[src/taprc_map.svh]
// constants for the test access port reset control link
`ifndef TAPRC_MAP_SVH
`define TAPRC_MAP_SVH

// instruction register width and codes
`define TAPRC_IR_W          4
`define TAPRC_IR_USER       4'h2
`define TAPRC_IR_CAPTURE    4'h1
// user test data register width
`define TAPRC_DR_W          8
// ones on mode-select that force the controller to test-logic reset
`define TAPRC_RESET_ONES    5
// timing: local clock and test clock periods in ns
`define TAPRC_CLK_NS        40
`define TAPRC_TCK_NS        320
// local clocks per test clock half period
`define TAPRC_TCK_HALF      ((`TAPRC_TCK_NS / `TAPRC_CLK_NS) / 2)
// test clock periods the host holds the test reset low
`define TAPRC_TRST_TCKS     4

`endif

[src/taprc_pkg.sv]
// types shared by both ends of the test access port link
package taprc_pkg;

  // sixteen controller states, standard encoding
  typedef enum logic [3:0] {
    TAPRC_EXIT2_DR  = 4'h0,
    TAPRC_EXIT1_DR  = 4'h1,
    TAPRC_SHIFT_DR  = 4'h2,
    TAPRC_PAUSE_DR  = 4'h3,
    TAPRC_SEL_IR    = 4'h4,
    TAPRC_UPDATE_DR = 4'h5,
    TAPRC_CAPT_DR   = 4'h6,
    TAPRC_SEL_DR    = 4'h7,
    TAPRC_EXIT2_IR  = 4'h8,
    TAPRC_EXIT1_IR  = 4'h9,
    TAPRC_SHIFT_IR  = 4'ha,
    TAPRC_PAUSE_IR  = 4'hb,
    TAPRC_IDLE      = 4'hc,
    TAPRC_UPDATE_IR = 4'hd,
    TAPRC_CAPT_IR   = 4'he,
    TAPRC_TLR       = 4'hf
  } taprc_state_t;

  // host commands
  typedef enum logic [1:0] {
    TAPRC_OP_PIN_RESET = 2'h0,
    TAPRC_OP_TMS_RESET = 2'h1,
    TAPRC_OP_SCAN_IR   = 2'h2,
    TAPRC_OP_SCAN_DR   = 2'h3
  } taprc_op_t;

  // host sequencer states
  typedef enum logic [1:0] {
    TAPRC_H_PINRST = 2'h0,
    TAPRC_H_IDLE   = 2'h1,
    TAPRC_H_RUN    = 2'h2,
    TAPRC_H_DONE   = 2'h3
  } taprc_hstate_t;

endpackage

[src/taprc_link_if.sv]
// four-wire test link plus result line between host and device
`timescale 1ns/1ps
interface taprc_link_if;
  logic tck;       // test clock, made by the host
  logic tms;       // mode select
  logic tdi;       // test data into device
  logic trst_n;    // test reset, active low
  logic tdo_o;     // device result drive value
  logic tdo_oe_n;  // device result drive enable, low while driving
  logic tdo;       // resolved result wire, weak pull-up when undriven

  assign tdo = tdo_oe_n ? 1'b1 : tdo_o;

  modport dev  (input tck, tms, tdi, trst_n, output tdo_o, tdo_oe_n);
  modport host (output tck, tms, tdi, trst_n, input tdo);
endinterface

[src/taprc_dev.sv]
// device end: test access port controller with reset and enable control
// Function
// - low test reset disables port, resets controller asynchronously
// - that reset also clears remaining test logic
// - mode-select steers controller state transitions
// - controller state runs only on test clock
// - scans need a controller reset first
// - host keeps test reset high during operation
// - host never drives mode-select low during reset
// - host pulses test reset low before operation
// - five mode-select highs reset controller synchronously
// - controller reset loads the bypass instruction
// - in test-logic reset, test logic stays inactive
`timescale 1ns/1ps
`include "taprc_map.svh"
module taprc_dev #(
  parameter int IR_W = `TAPRC_IR_W,
  parameter int DR_W = `TAPRC_DR_W
) (
  // system
  input  wire logic                  clk,
  input  wire logic                  rst,
  // test link
  taprc_link_if.dev                  link,
  // user side
  input  wire logic [DR_W-1:0]       dr_capture,
  output logic      [DR_W-1:0]       dr_update,
  output taprc_pkg::taprc_state_t    tap_state,
  output logic      [IR_W-1:0]       instr,
  output logic                       test_logic_reset
);
  import taprc_pkg::*;

  // all-ones instruction selects the bypass bit
  localparam logic [IR_W-1:0] BYPASS_INSTR = {IR_W{1'b1}};
  localparam logic [IR_W-1:0] USER_INSTR   = IR_W'(`TAPRC_IR_USER);
  localparam logic [IR_W-1:0] CAPT_PAT     = IR_W'(`TAPRC_IR_CAPTURE);

  // standard controller transition on one sampled mode-select level
  function automatic taprc_state_t tap_next(input taprc_state_t s, input logic m);
    taprc_state_t n;
    n = s;
    unique case (s)
      TAPRC_TLR:       n = m ? TAPRC_TLR       : TAPRC_IDLE;
      TAPRC_IDLE:      n = m ? TAPRC_SEL_DR    : TAPRC_IDLE;
      TAPRC_SEL_DR:    n = m ? TAPRC_SEL_IR    : TAPRC_CAPT_DR;
      TAPRC_CAPT_DR:   n = m ? TAPRC_EXIT1_DR  : TAPRC_SHIFT_DR;
      TAPRC_SHIFT_DR:  n = m ? TAPRC_EXIT1_DR  : TAPRC_SHIFT_DR;
      TAPRC_EXIT1_DR:  n = m ? TAPRC_UPDATE_DR : TAPRC_PAUSE_DR;
      TAPRC_PAUSE_DR:  n = m ? TAPRC_EXIT2_DR  : TAPRC_PAUSE_DR;
      TAPRC_EXIT2_DR:  n = m ? TAPRC_UPDATE_DR : TAPRC_SHIFT_DR;
      TAPRC_UPDATE_DR: n = m ? TAPRC_SEL_DR    : TAPRC_IDLE;
      TAPRC_SEL_IR:    n = m ? TAPRC_TLR       : TAPRC_CAPT_IR;
      TAPRC_CAPT_IR:   n = m ? TAPRC_EXIT1_IR  : TAPRC_SHIFT_IR;
      TAPRC_SHIFT_IR:  n = m ? TAPRC_EXIT1_IR  : TAPRC_SHIFT_IR;
      TAPRC_EXIT1_IR:  n = m ? TAPRC_UPDATE_IR : TAPRC_PAUSE_IR;
      TAPRC_PAUSE_IR:  n = m ? TAPRC_EXIT2_IR  : TAPRC_PAUSE_IR;
      TAPRC_EXIT2_IR:  n = m ? TAPRC_UPDATE_IR : TAPRC_SHIFT_IR;
      TAPRC_UPDATE_IR: n = m ? TAPRC_SEL_DR    : TAPRC_IDLE;
    endcase
    return n;
  endfunction

  // ---------------------------------------------------------------
  // pin synchronisers, on the local clock
  // ---------------------------------------------------------------
  logic [1:0] tck_sync;   // test clock, stage 0 read only by stage 1
  logic [1:0] tms_sync;   // mode select
  logic [1:0] tdi_sync;   // test data in
  logic       tck_d;      // synchronised test clock, one cycle late
  logic       tck_rise;   // rising test clock edge seen
  logic       tck_fall;   // falling test clock edge seen

  // two flops per clock, mode-select and data pin before any logic looks at it; test reset is used raw
  always_ff @(posedge clk or posedge rst) begin
    if (rst) begin
      tck_sync <= 2'h0;
      tms_sync <= 2'h3;
      tdi_sync <= 2'h3;
      tck_d    <= 1'b0;
    end else begin
      tck_sync <= {tck_sync[0], link.tck};
      tms_sync <= {tms_sync[0], link.tms};
      tdi_sync <= {tdi_sync[0], link.tdi};
      tck_d    <= tck_sync[1];
    end
  end

  // edges of the test clock time every controller step
  assign tck_rise = tck_sync[1] & ~tck_d;
  assign tck_fall = ~tck_sync[1] & tck_d;

  // ---------------------------------------------------------------
  // test reset: raw pin clears the controller without any clock
  // ---------------------------------------------------------------
  logic tap_arst;  // asynchronous clear of all test logic

  // low test reset, or system reset, clears everything at once
  assign tap_arst = rst | ~link.trst_n;

  // ---------------------------------------------------------------
  // controller and test registers
  // ---------------------------------------------------------------
  taprc_state_t    state, next_state;       // controller state
  logic [IR_W-1:0] ir, next_ir;             // active instruction
  logic [IR_W-1:0] ir_sh, next_ir_sh;       // instruction shift stage
  logic            bypass, next_bypass;     // bypass bit
  logic [DR_W-1:0] dr_sh, next_dr_sh;       // user data shift stage
  logic [DR_W-1:0] dr_upd, next_dr_upd;     // user data parallel output
  logic            tdo_q, next_tdo_q;       // result drive value
  logic            tdo_oe_q, next_tdo_oe_q; // result enable, low drives
  logic            tlr_q, next_tlr_q;       // test-logic reset flag
  logic            user_sel;                // user register selected

  assign user_sel = (ir == USER_INSTR);

  // next values, stepped only on test clock edges
  always_comb begin
    next_state    = state;
    next_ir       = ir;
    next_ir_sh    = ir_sh;
    next_bypass   = bypass;
    next_dr_sh    = dr_sh;
    next_dr_upd   = dr_upd;
    next_tdo_q    = tdo_q;
    next_tdo_oe_q = tdo_oe_q;
    // rising edge: move on mode-select, act in current state
    if (tck_rise) begin
      // five highs from any state land in test-logic reset
      next_state = tap_next(state, tms_sync[1]);
      // capture fixed pattern into instruction stage
      if (state == TAPRC_CAPT_IR) begin
        next_ir_sh = CAPT_PAT;
      end
      // shift instruction stage toward the result pin
      if (state == TAPRC_SHIFT_IR) begin
        next_ir_sh = {tdi_sync[1], ir_sh[IR_W-1:1]};
      end
      // new instruction takes effect
      if (state == TAPRC_UPDATE_IR) begin
        next_ir = ir_sh;
      end
      // capture: user word or cleared bypass bit
      if (state == TAPRC_CAPT_DR) begin
        if (user_sel) begin
          next_dr_sh = dr_capture;
        end else begin
          next_bypass = 1'b0;
        end
      end
      // shift the selected data register
      if (state == TAPRC_SHIFT_DR) begin
        if (user_sel) begin
          next_dr_sh = {tdi_sync[1], dr_sh[DR_W-1:1]};
        end else begin
          next_bypass = tdi_sync[1];
        end
      end
      // publish the user word
      if (state == TAPRC_UPDATE_DR && user_sel) begin
        next_dr_upd = dr_sh;
      end
      // test-logic reset keeps bypass loaded and test logic quiet
      if (state == TAPRC_TLR) begin
        next_ir = BYPASS_INSTR;
      end
    end
    // falling edge: drive result only while shifting
    if (tck_fall) begin
      if (state == TAPRC_SHIFT_IR) begin
        next_tdo_q    = ir_sh[0];
        next_tdo_oe_q = 1'b0;
      end else if (state == TAPRC_SHIFT_DR) begin
        next_tdo_q    = user_sel ? dr_sh[0] : bypass;
        next_tdo_oe_q = 1'b0;
      end else begin
        next_tdo_oe_q = 1'b1;
      end
    end
    // flag follows the state that is being entered
    next_tlr_q = (next_state == TAPRC_TLR);
  end

  // registers, all cleared by the test reset pin without a clock
  always_ff @(posedge clk or posedge tap_arst) begin
    if (tap_arst) begin
      state    <= TAPRC_TLR;
      ir       <= BYPASS_INSTR;
      ir_sh    <= {IR_W{1'b0}};
      bypass   <= 1'b0;
      dr_sh    <= {DR_W{1'b0}};
      dr_upd   <= {DR_W{1'b0}};
      tdo_q    <= 1'b1;
      tdo_oe_q <= 1'b1;          // port disabled, result pin released
      tlr_q    <= 1'b1;
    end else begin
      state    <= next_state;
      ir       <= next_ir;
      ir_sh    <= next_ir_sh;
      bypass   <= next_bypass;
      dr_sh    <= next_dr_sh;
      dr_upd   <= next_dr_upd;
      tdo_q    <= next_tdo_q;
      tdo_oe_q <= next_tdo_oe_q;
      tlr_q    <= next_tlr_q;
    end
  end

  // outputs straight from flops
  assign link.tdo_o        = tdo_q;
  assign link.tdo_oe_n     = tdo_oe_q;
  assign dr_update         = dr_upd;
  assign tap_state         = state;
  assign instr             = ir;
  assign test_logic_reset  = tlr_q;

endmodule // taprc_dev

[src/flat_wrapper.sv]
// flat-port wrapper written by rule: the top's interface ports become plain ports
module taprc_dev_flat import taprc_pkg::*;
#(
  parameter int IR_W = `TAPRC_IR_W,
  parameter int DR_W = `TAPRC_DR_W
)
  (clk, rst, dr_capture, dr_update, tap_state, instr, test_logic_reset, link_tck, link_tms, link_tdi, link_trst_n, link_tdo_o, link_tdo_oe_n);
  taprc_link_if link_i ();
  input  wire logic clk;
  input  wire logic rst;
  input  wire logic [DR_W-1:0] dr_capture;
  output logic      [DR_W-1:0] dr_update;
  output taprc_pkg::taprc_state_t tap_state;
  output logic      [IR_W-1:0] instr;
  output logic test_logic_reset;
  input wire logic [$bits(link_i.tck)-1:0] link_tck;
  input wire logic [$bits(link_i.tms)-1:0] link_tms;
  input wire logic [$bits(link_i.tdi)-1:0] link_tdi;
  input wire logic [$bits(link_i.trst_n)-1:0] link_trst_n;
  output wire logic [$bits(link_i.tdo_o)-1:0] link_tdo_o;
  output wire logic [$bits(link_i.tdo_oe_n)-1:0] link_tdo_oe_n;
  assign link_i.tck = link_tck;
  assign link_i.tms = link_tms;
  assign link_i.tdi = link_tdi;
  assign link_i.trst_n = link_trst_n;
  assign link_tdo_o = link_i.tdo_o;
  assign link_tdo_oe_n = link_i.tdo_oe_n;
  taprc_dev #(.IR_W(IR_W), .DR_W(DR_W)) u_core (.clk(clk), .rst(rst), .link(link_i), .dr_capture(dr_capture), .dr_update(dr_update), .tap_state(tap_state), .instr(instr), .test_logic_reset(test_logic_reset));
endmodule
[config.mk]
export PLATFORM = sky130hd
export DESIGN_NAME = taprc_dev_flat
export DESIGN_NICKNAME = d
export VERILOG_FILES = /design/src/taprc_pkg.sv /design/src/taprc_link_if.sv /design/src/taprc_dev.sv /design/src/flat_wrapper.sv
export VERILOG_INCLUDE_DIRS = /design/src
export SDC_FILE = /design/constraint.sdc
export NUM_CORES = 1
export LEC_CHECK = 0
export ABC_CLOCK_PERIOD_IN_PS = 2450
export BUFFER_PORTS_ARGS = -buffer_cell sky130_fd_sc_hd__buf_2
export CORE_UTILIZATION = 47
export CTS_BUF_LIST = sky130_fd_sc_hd__clkbuf_8
export DETAILED_ROUTE_END_ITERATION = 10
export PLACE_DENSITY = 0.74
export SYNTH_ARGS = -nofsm -noshare
export SYNTH_HDL_FRONTEND = slang
export SYNTH_SLANG_ARGS = --single-unit
[constraint.sdc]
create_clock -name clk -period 2.45 [get_ports clk]
set_input_delay 0.245 -clock clk [delete_from_list [all_inputs] [get_ports clk]]
set_output_delay 0.245 -clock clk [all_outputs]
set_load 0.005 [all_outputs]
==> flow_summary.ini <==
[cells_and_area]
instances_no_fill = 229
design_area_um2 = 2014
area_growth_pct = 17.26
multiInputGateArea_um2 = 674.4
drive_gt1_frac = 0.3989
n_fill_cell = 293
layout.nets = 196
area.sequential_um2 = 994.7
antenna_cells = 0

[global_routing]
grt_start_max_net_pins = 33
grt_pass1_wl_um = 5651
antenna_found_initial = 0
track_usage = 0.1906
grt_pass1_vias = 1243
grt_remaining_overflow = 0

[timing]
max_slew_margin = 0.7364
slew_viol_final = 0
final_hold_viol_count = 0
fmax_mhz = 491.8
period_minus_slack_ns = 2.033
finalSetupTns_ns = 0
final.setup.worst_slack_ns = 0.4167
setup_viol = 0
fin_skew_ns = 0.01162
rsz0062_at_grt = false
post-route-period-util = 0.8299
whs_ns = 0.05039
worst_slew_pin_slew_ns = 0.3953

[worst_setup_path]
slowest_stage = or4_4
path_cells = or4b_4 -> or4_4 -> mux2_4
crit_path_max_incr_delay_ns = 0.55
crit_fanout = 8
path_class = reg2reg
end_kind = register
cp-start-kind = register
crit_required_ns = 2.63
cp_num_buf_inv = 0
cp.arrival_ns = 2.21
critical_path.top_delay_family = simple AND/OR/NAND/NOR gates
r2r_slack_ns = 0.42

[power_and_ir_drop]
comb_power_share = 0.302
clkPwrFrac = 0.187
p_sw_mw = 0.7477
ir_worst_vdd_mv = 0.5557
p_sw_frac = 0.3415
sequentialPowerShare = 0.510
leakage_nw = 0.9549
internal_power_mw = 1.442
powerDensity_nw_per_um2 = 1087

[placement]
dp_slack_ns = 0.4093
dpl-instance-area_um2 = 1921
port_buffers = 32
gp_congestion = 0.7661
placed_cells_incl_taps = 220
dp_hpwl_um = 2310

[drt]
met3_length_um = 131
top_layer_used = met4
drt-initial-drc-count = 35
wl_um = 3266
vias = 1218
viasPerCell = 5.319
first_pass_iters = 4
drtAntennaViolNets = 0
met1_length_um = 1421
dr_wl_met2_um = 1659
drc = 0
wl_per_cell_um = 14.26

[synthesis]
yosysSeqAreaShare = 0.5790
synth.distinct_cells = 31
synthCells = 147
ys_warn_count = 0
synth.cell_area_um2 = 1718
ys_seq_elements = 39
syn_avg_cell_area_um2 = 11.69
syn_nets = 161

[cts]
clkSinkCount = 39
cts_max_path_buffers = 2
path_clk_slew_ns = 0.07
clk_latency_ns = 0.29
h-tree-depth = 2
cts_resized = 0
cts_tree = yes
cts_root_buf = clkbuf_8
cts_buffers = 5

[die]
start_util = 0.5029
num_rows = 21
coreArea_um2 = 3416
die_h_um = 62.46
die_w_um = 62.46
boundaryPins = 33
die_area_um2 = 3901

[run_status]
outcome = finished clean

[min_path]
hp-class = in2reg

[run]
max_cap_violations = 0
==> routing by layer <==
layer / global-route usage / vias to the layer above
li1: - / 575
met1: 0.2222 / 614
met2: 0.3220 / 24
met3: 0.04015 / 5
met4: 0.1134 / 0
met5: 0 / -
==> worst reg2reg max path: cells and delay by family, from the launching register on <==
family | cells | cell delay, ns
AND/OR/NAND/NOR | 2 | 1.06
flip-flops | 1 | 0.53
multiplexers | 1 | 0.34
==> stage by stage <==
stage / total power, mW / utilization
2_1_floorplan: 1.546 / -
3_3_place_gp: 1.751 / 0.5623
3_5_place_dp: 1.795 / 0.5623
4_1_cts: 2.206 / 0.5897
5_1_grt: 2.340 / 0.5897
6_report: 2.189 / 0.5897
==> state kept, by name, summed over array words and instances (netlist names), 2 cells and up <==
| register | cells |
|---|---|
| u_core.dr_sh | 8 |
| u_core.dr_update | 8 |
| u_core.instr | 4 |
| u_core.ir_sh | 4 |
| u_core.tap_state | 4 |
| u_core.tck_sync | 2 |
| u_core.tdi_sync | 2 |
| u_core.tms_sync | 2 |
==> what timing repair did <==
item	4_1_cts	5_1_grt
buffers inserted	0	0
hold endpoints to repair	3	0
hold buffers	1	0
==> cells by family (layout without fill, tap and decap cells) <==
kind of cell,Yosys count,count (layout),share of synthesized area
AO/OA/AOI/OAI,33,33,0.1056
buffers and inverters,11,47,0.02986
flip-flops,39,39,0.5790
multiplexers,20,20,0.1428
AND/OR/NAND/NOR,44,44,0.1427
==> worst paths after layout <==
kind                               startpoint                  end  depth (start not counted)
max                           u_core.instr[1]  u_core.dr_update[5]                          3
min                                  link_tms   u_core.tms_sync[0]                          1
max in group asynchronous                 rst    u_core.link.tdo_o                          4
min reg2reg                u_core.tck_sync[0]   u_core.tck_sync[1]                          0
min in group asynchronous         link_trst_n  u_core.dr_update[7]                          3
max reg2reg                   u_core.instr[1]  u_core.dr_update[5]                          3
==> Yosys cell counts <==
| library cell | n | area share |
|---|---|---|
| nor4b_1 | 1 | 0.0051 |
| nand2b_1 | 4 | 0.015 |
| nor4_4 | 1 | 0.012 |
| a32oi_1 | 1 | 0.0051 |
| clkbuf_2 | 1 | 0.0029 |
| nor3b_2 | 1 | 0.0073 |
| and3_1 | 1 | 0.0036 |
| nor2b_1 | 4 | 0.015 |
| nor3_1 | 1 | 0.0029 |
| or4b_4 | 1 | 0.0080 |
| nand4_1 | 2 | 0.0073 |
| buf_2 | 1 | 0.0029 |
| mux2_4 | 8 | 0.070 |
| buf_6 | 1 | 0.0066 |
| o21ai_0 | 15 | 0.044 |
| or4_4 | 1 | 0.0066 |
| o21a_1 | 1 | 0.0044 |
| buf_1 | 2 | 0.0044 |
| mux2_2 | 4 | 0.026 |
| nor2_1 | 15 | 0.033 |
| mux2i_1 | 8 | 0.047 |
| dfrtp_1 | 24 | 0.35 |
| a21oi_1 | 12 | 0.035 |
| nand3_1 | 2 | 0.0058 |
| inv_1 | 3 | 0.0066 |
| o211ai_1 | 2 | 0.0087 |
| dfstp_2 | 15 | 0.23 |
| clkbuf_1 | 3 | 0.0066 |
| o31ai_1 | 1 | 0.0044 |
| a21boi_0 | 1 | 0.0044 |
| nand2_1 | 10 | 0.022 |
==> cells in the final DEF, fill, tap and decap left out, drive strengths merged <==
cell type    synthesis  layout
nor4b                1       1
dlygate4sd3          0       1
nand3                2       2
dfstp               15      15
nand4                2       2
or4                  1       1
clkbuf               4       5
nand2               10      10
nor4                 1       1
o21ai               15      15
a21boi               1       1
dfrtp               24      24
mux2                12      12
o211ai               2       2
mux2i                8       8
and3                 1       1
nor2                15      15
a32oi                1       1
or4b                 1       1
inv                  3       5
nor2b                4       4
clkinvlp             0       1
a21oi               12      12
nand2b               4       4
buf                  4      35
o21a                 1       1
o31ai                1       1
nor3b                1       1
nor3                 1       1
==> power by group through the flow <==
| stage | clock [mW] | sequential, mW | combinational (mW) |
|---|---|---|---|
| global route | 0.443 | 1.15 | 0.743 |
| CTS | 0.420 | 1.12 | 0.670 |
| finish | 0.410 | 1.12 | 0.662 |
| global placement | 0 | 1.11 | 0.643 |
| detailed placement | 0 | 1.13 | 0.667 |
| floorplan | 0 | 1.06 | 0.489 |
==> area by class of cell <==
type | count | share of cell area
inverter | 3 | 0.005590
timing repair buffer | 36 | 0.09565
clock inverter | 3 | 0.007453
clock buffer | 5 | 0.03416
sequential | 39 | 0.4938
multi-input combinational | 97 | 0.3348
tap | 46 | 0.02857
No activity file was read; power rests on OpenSTA's default activity.
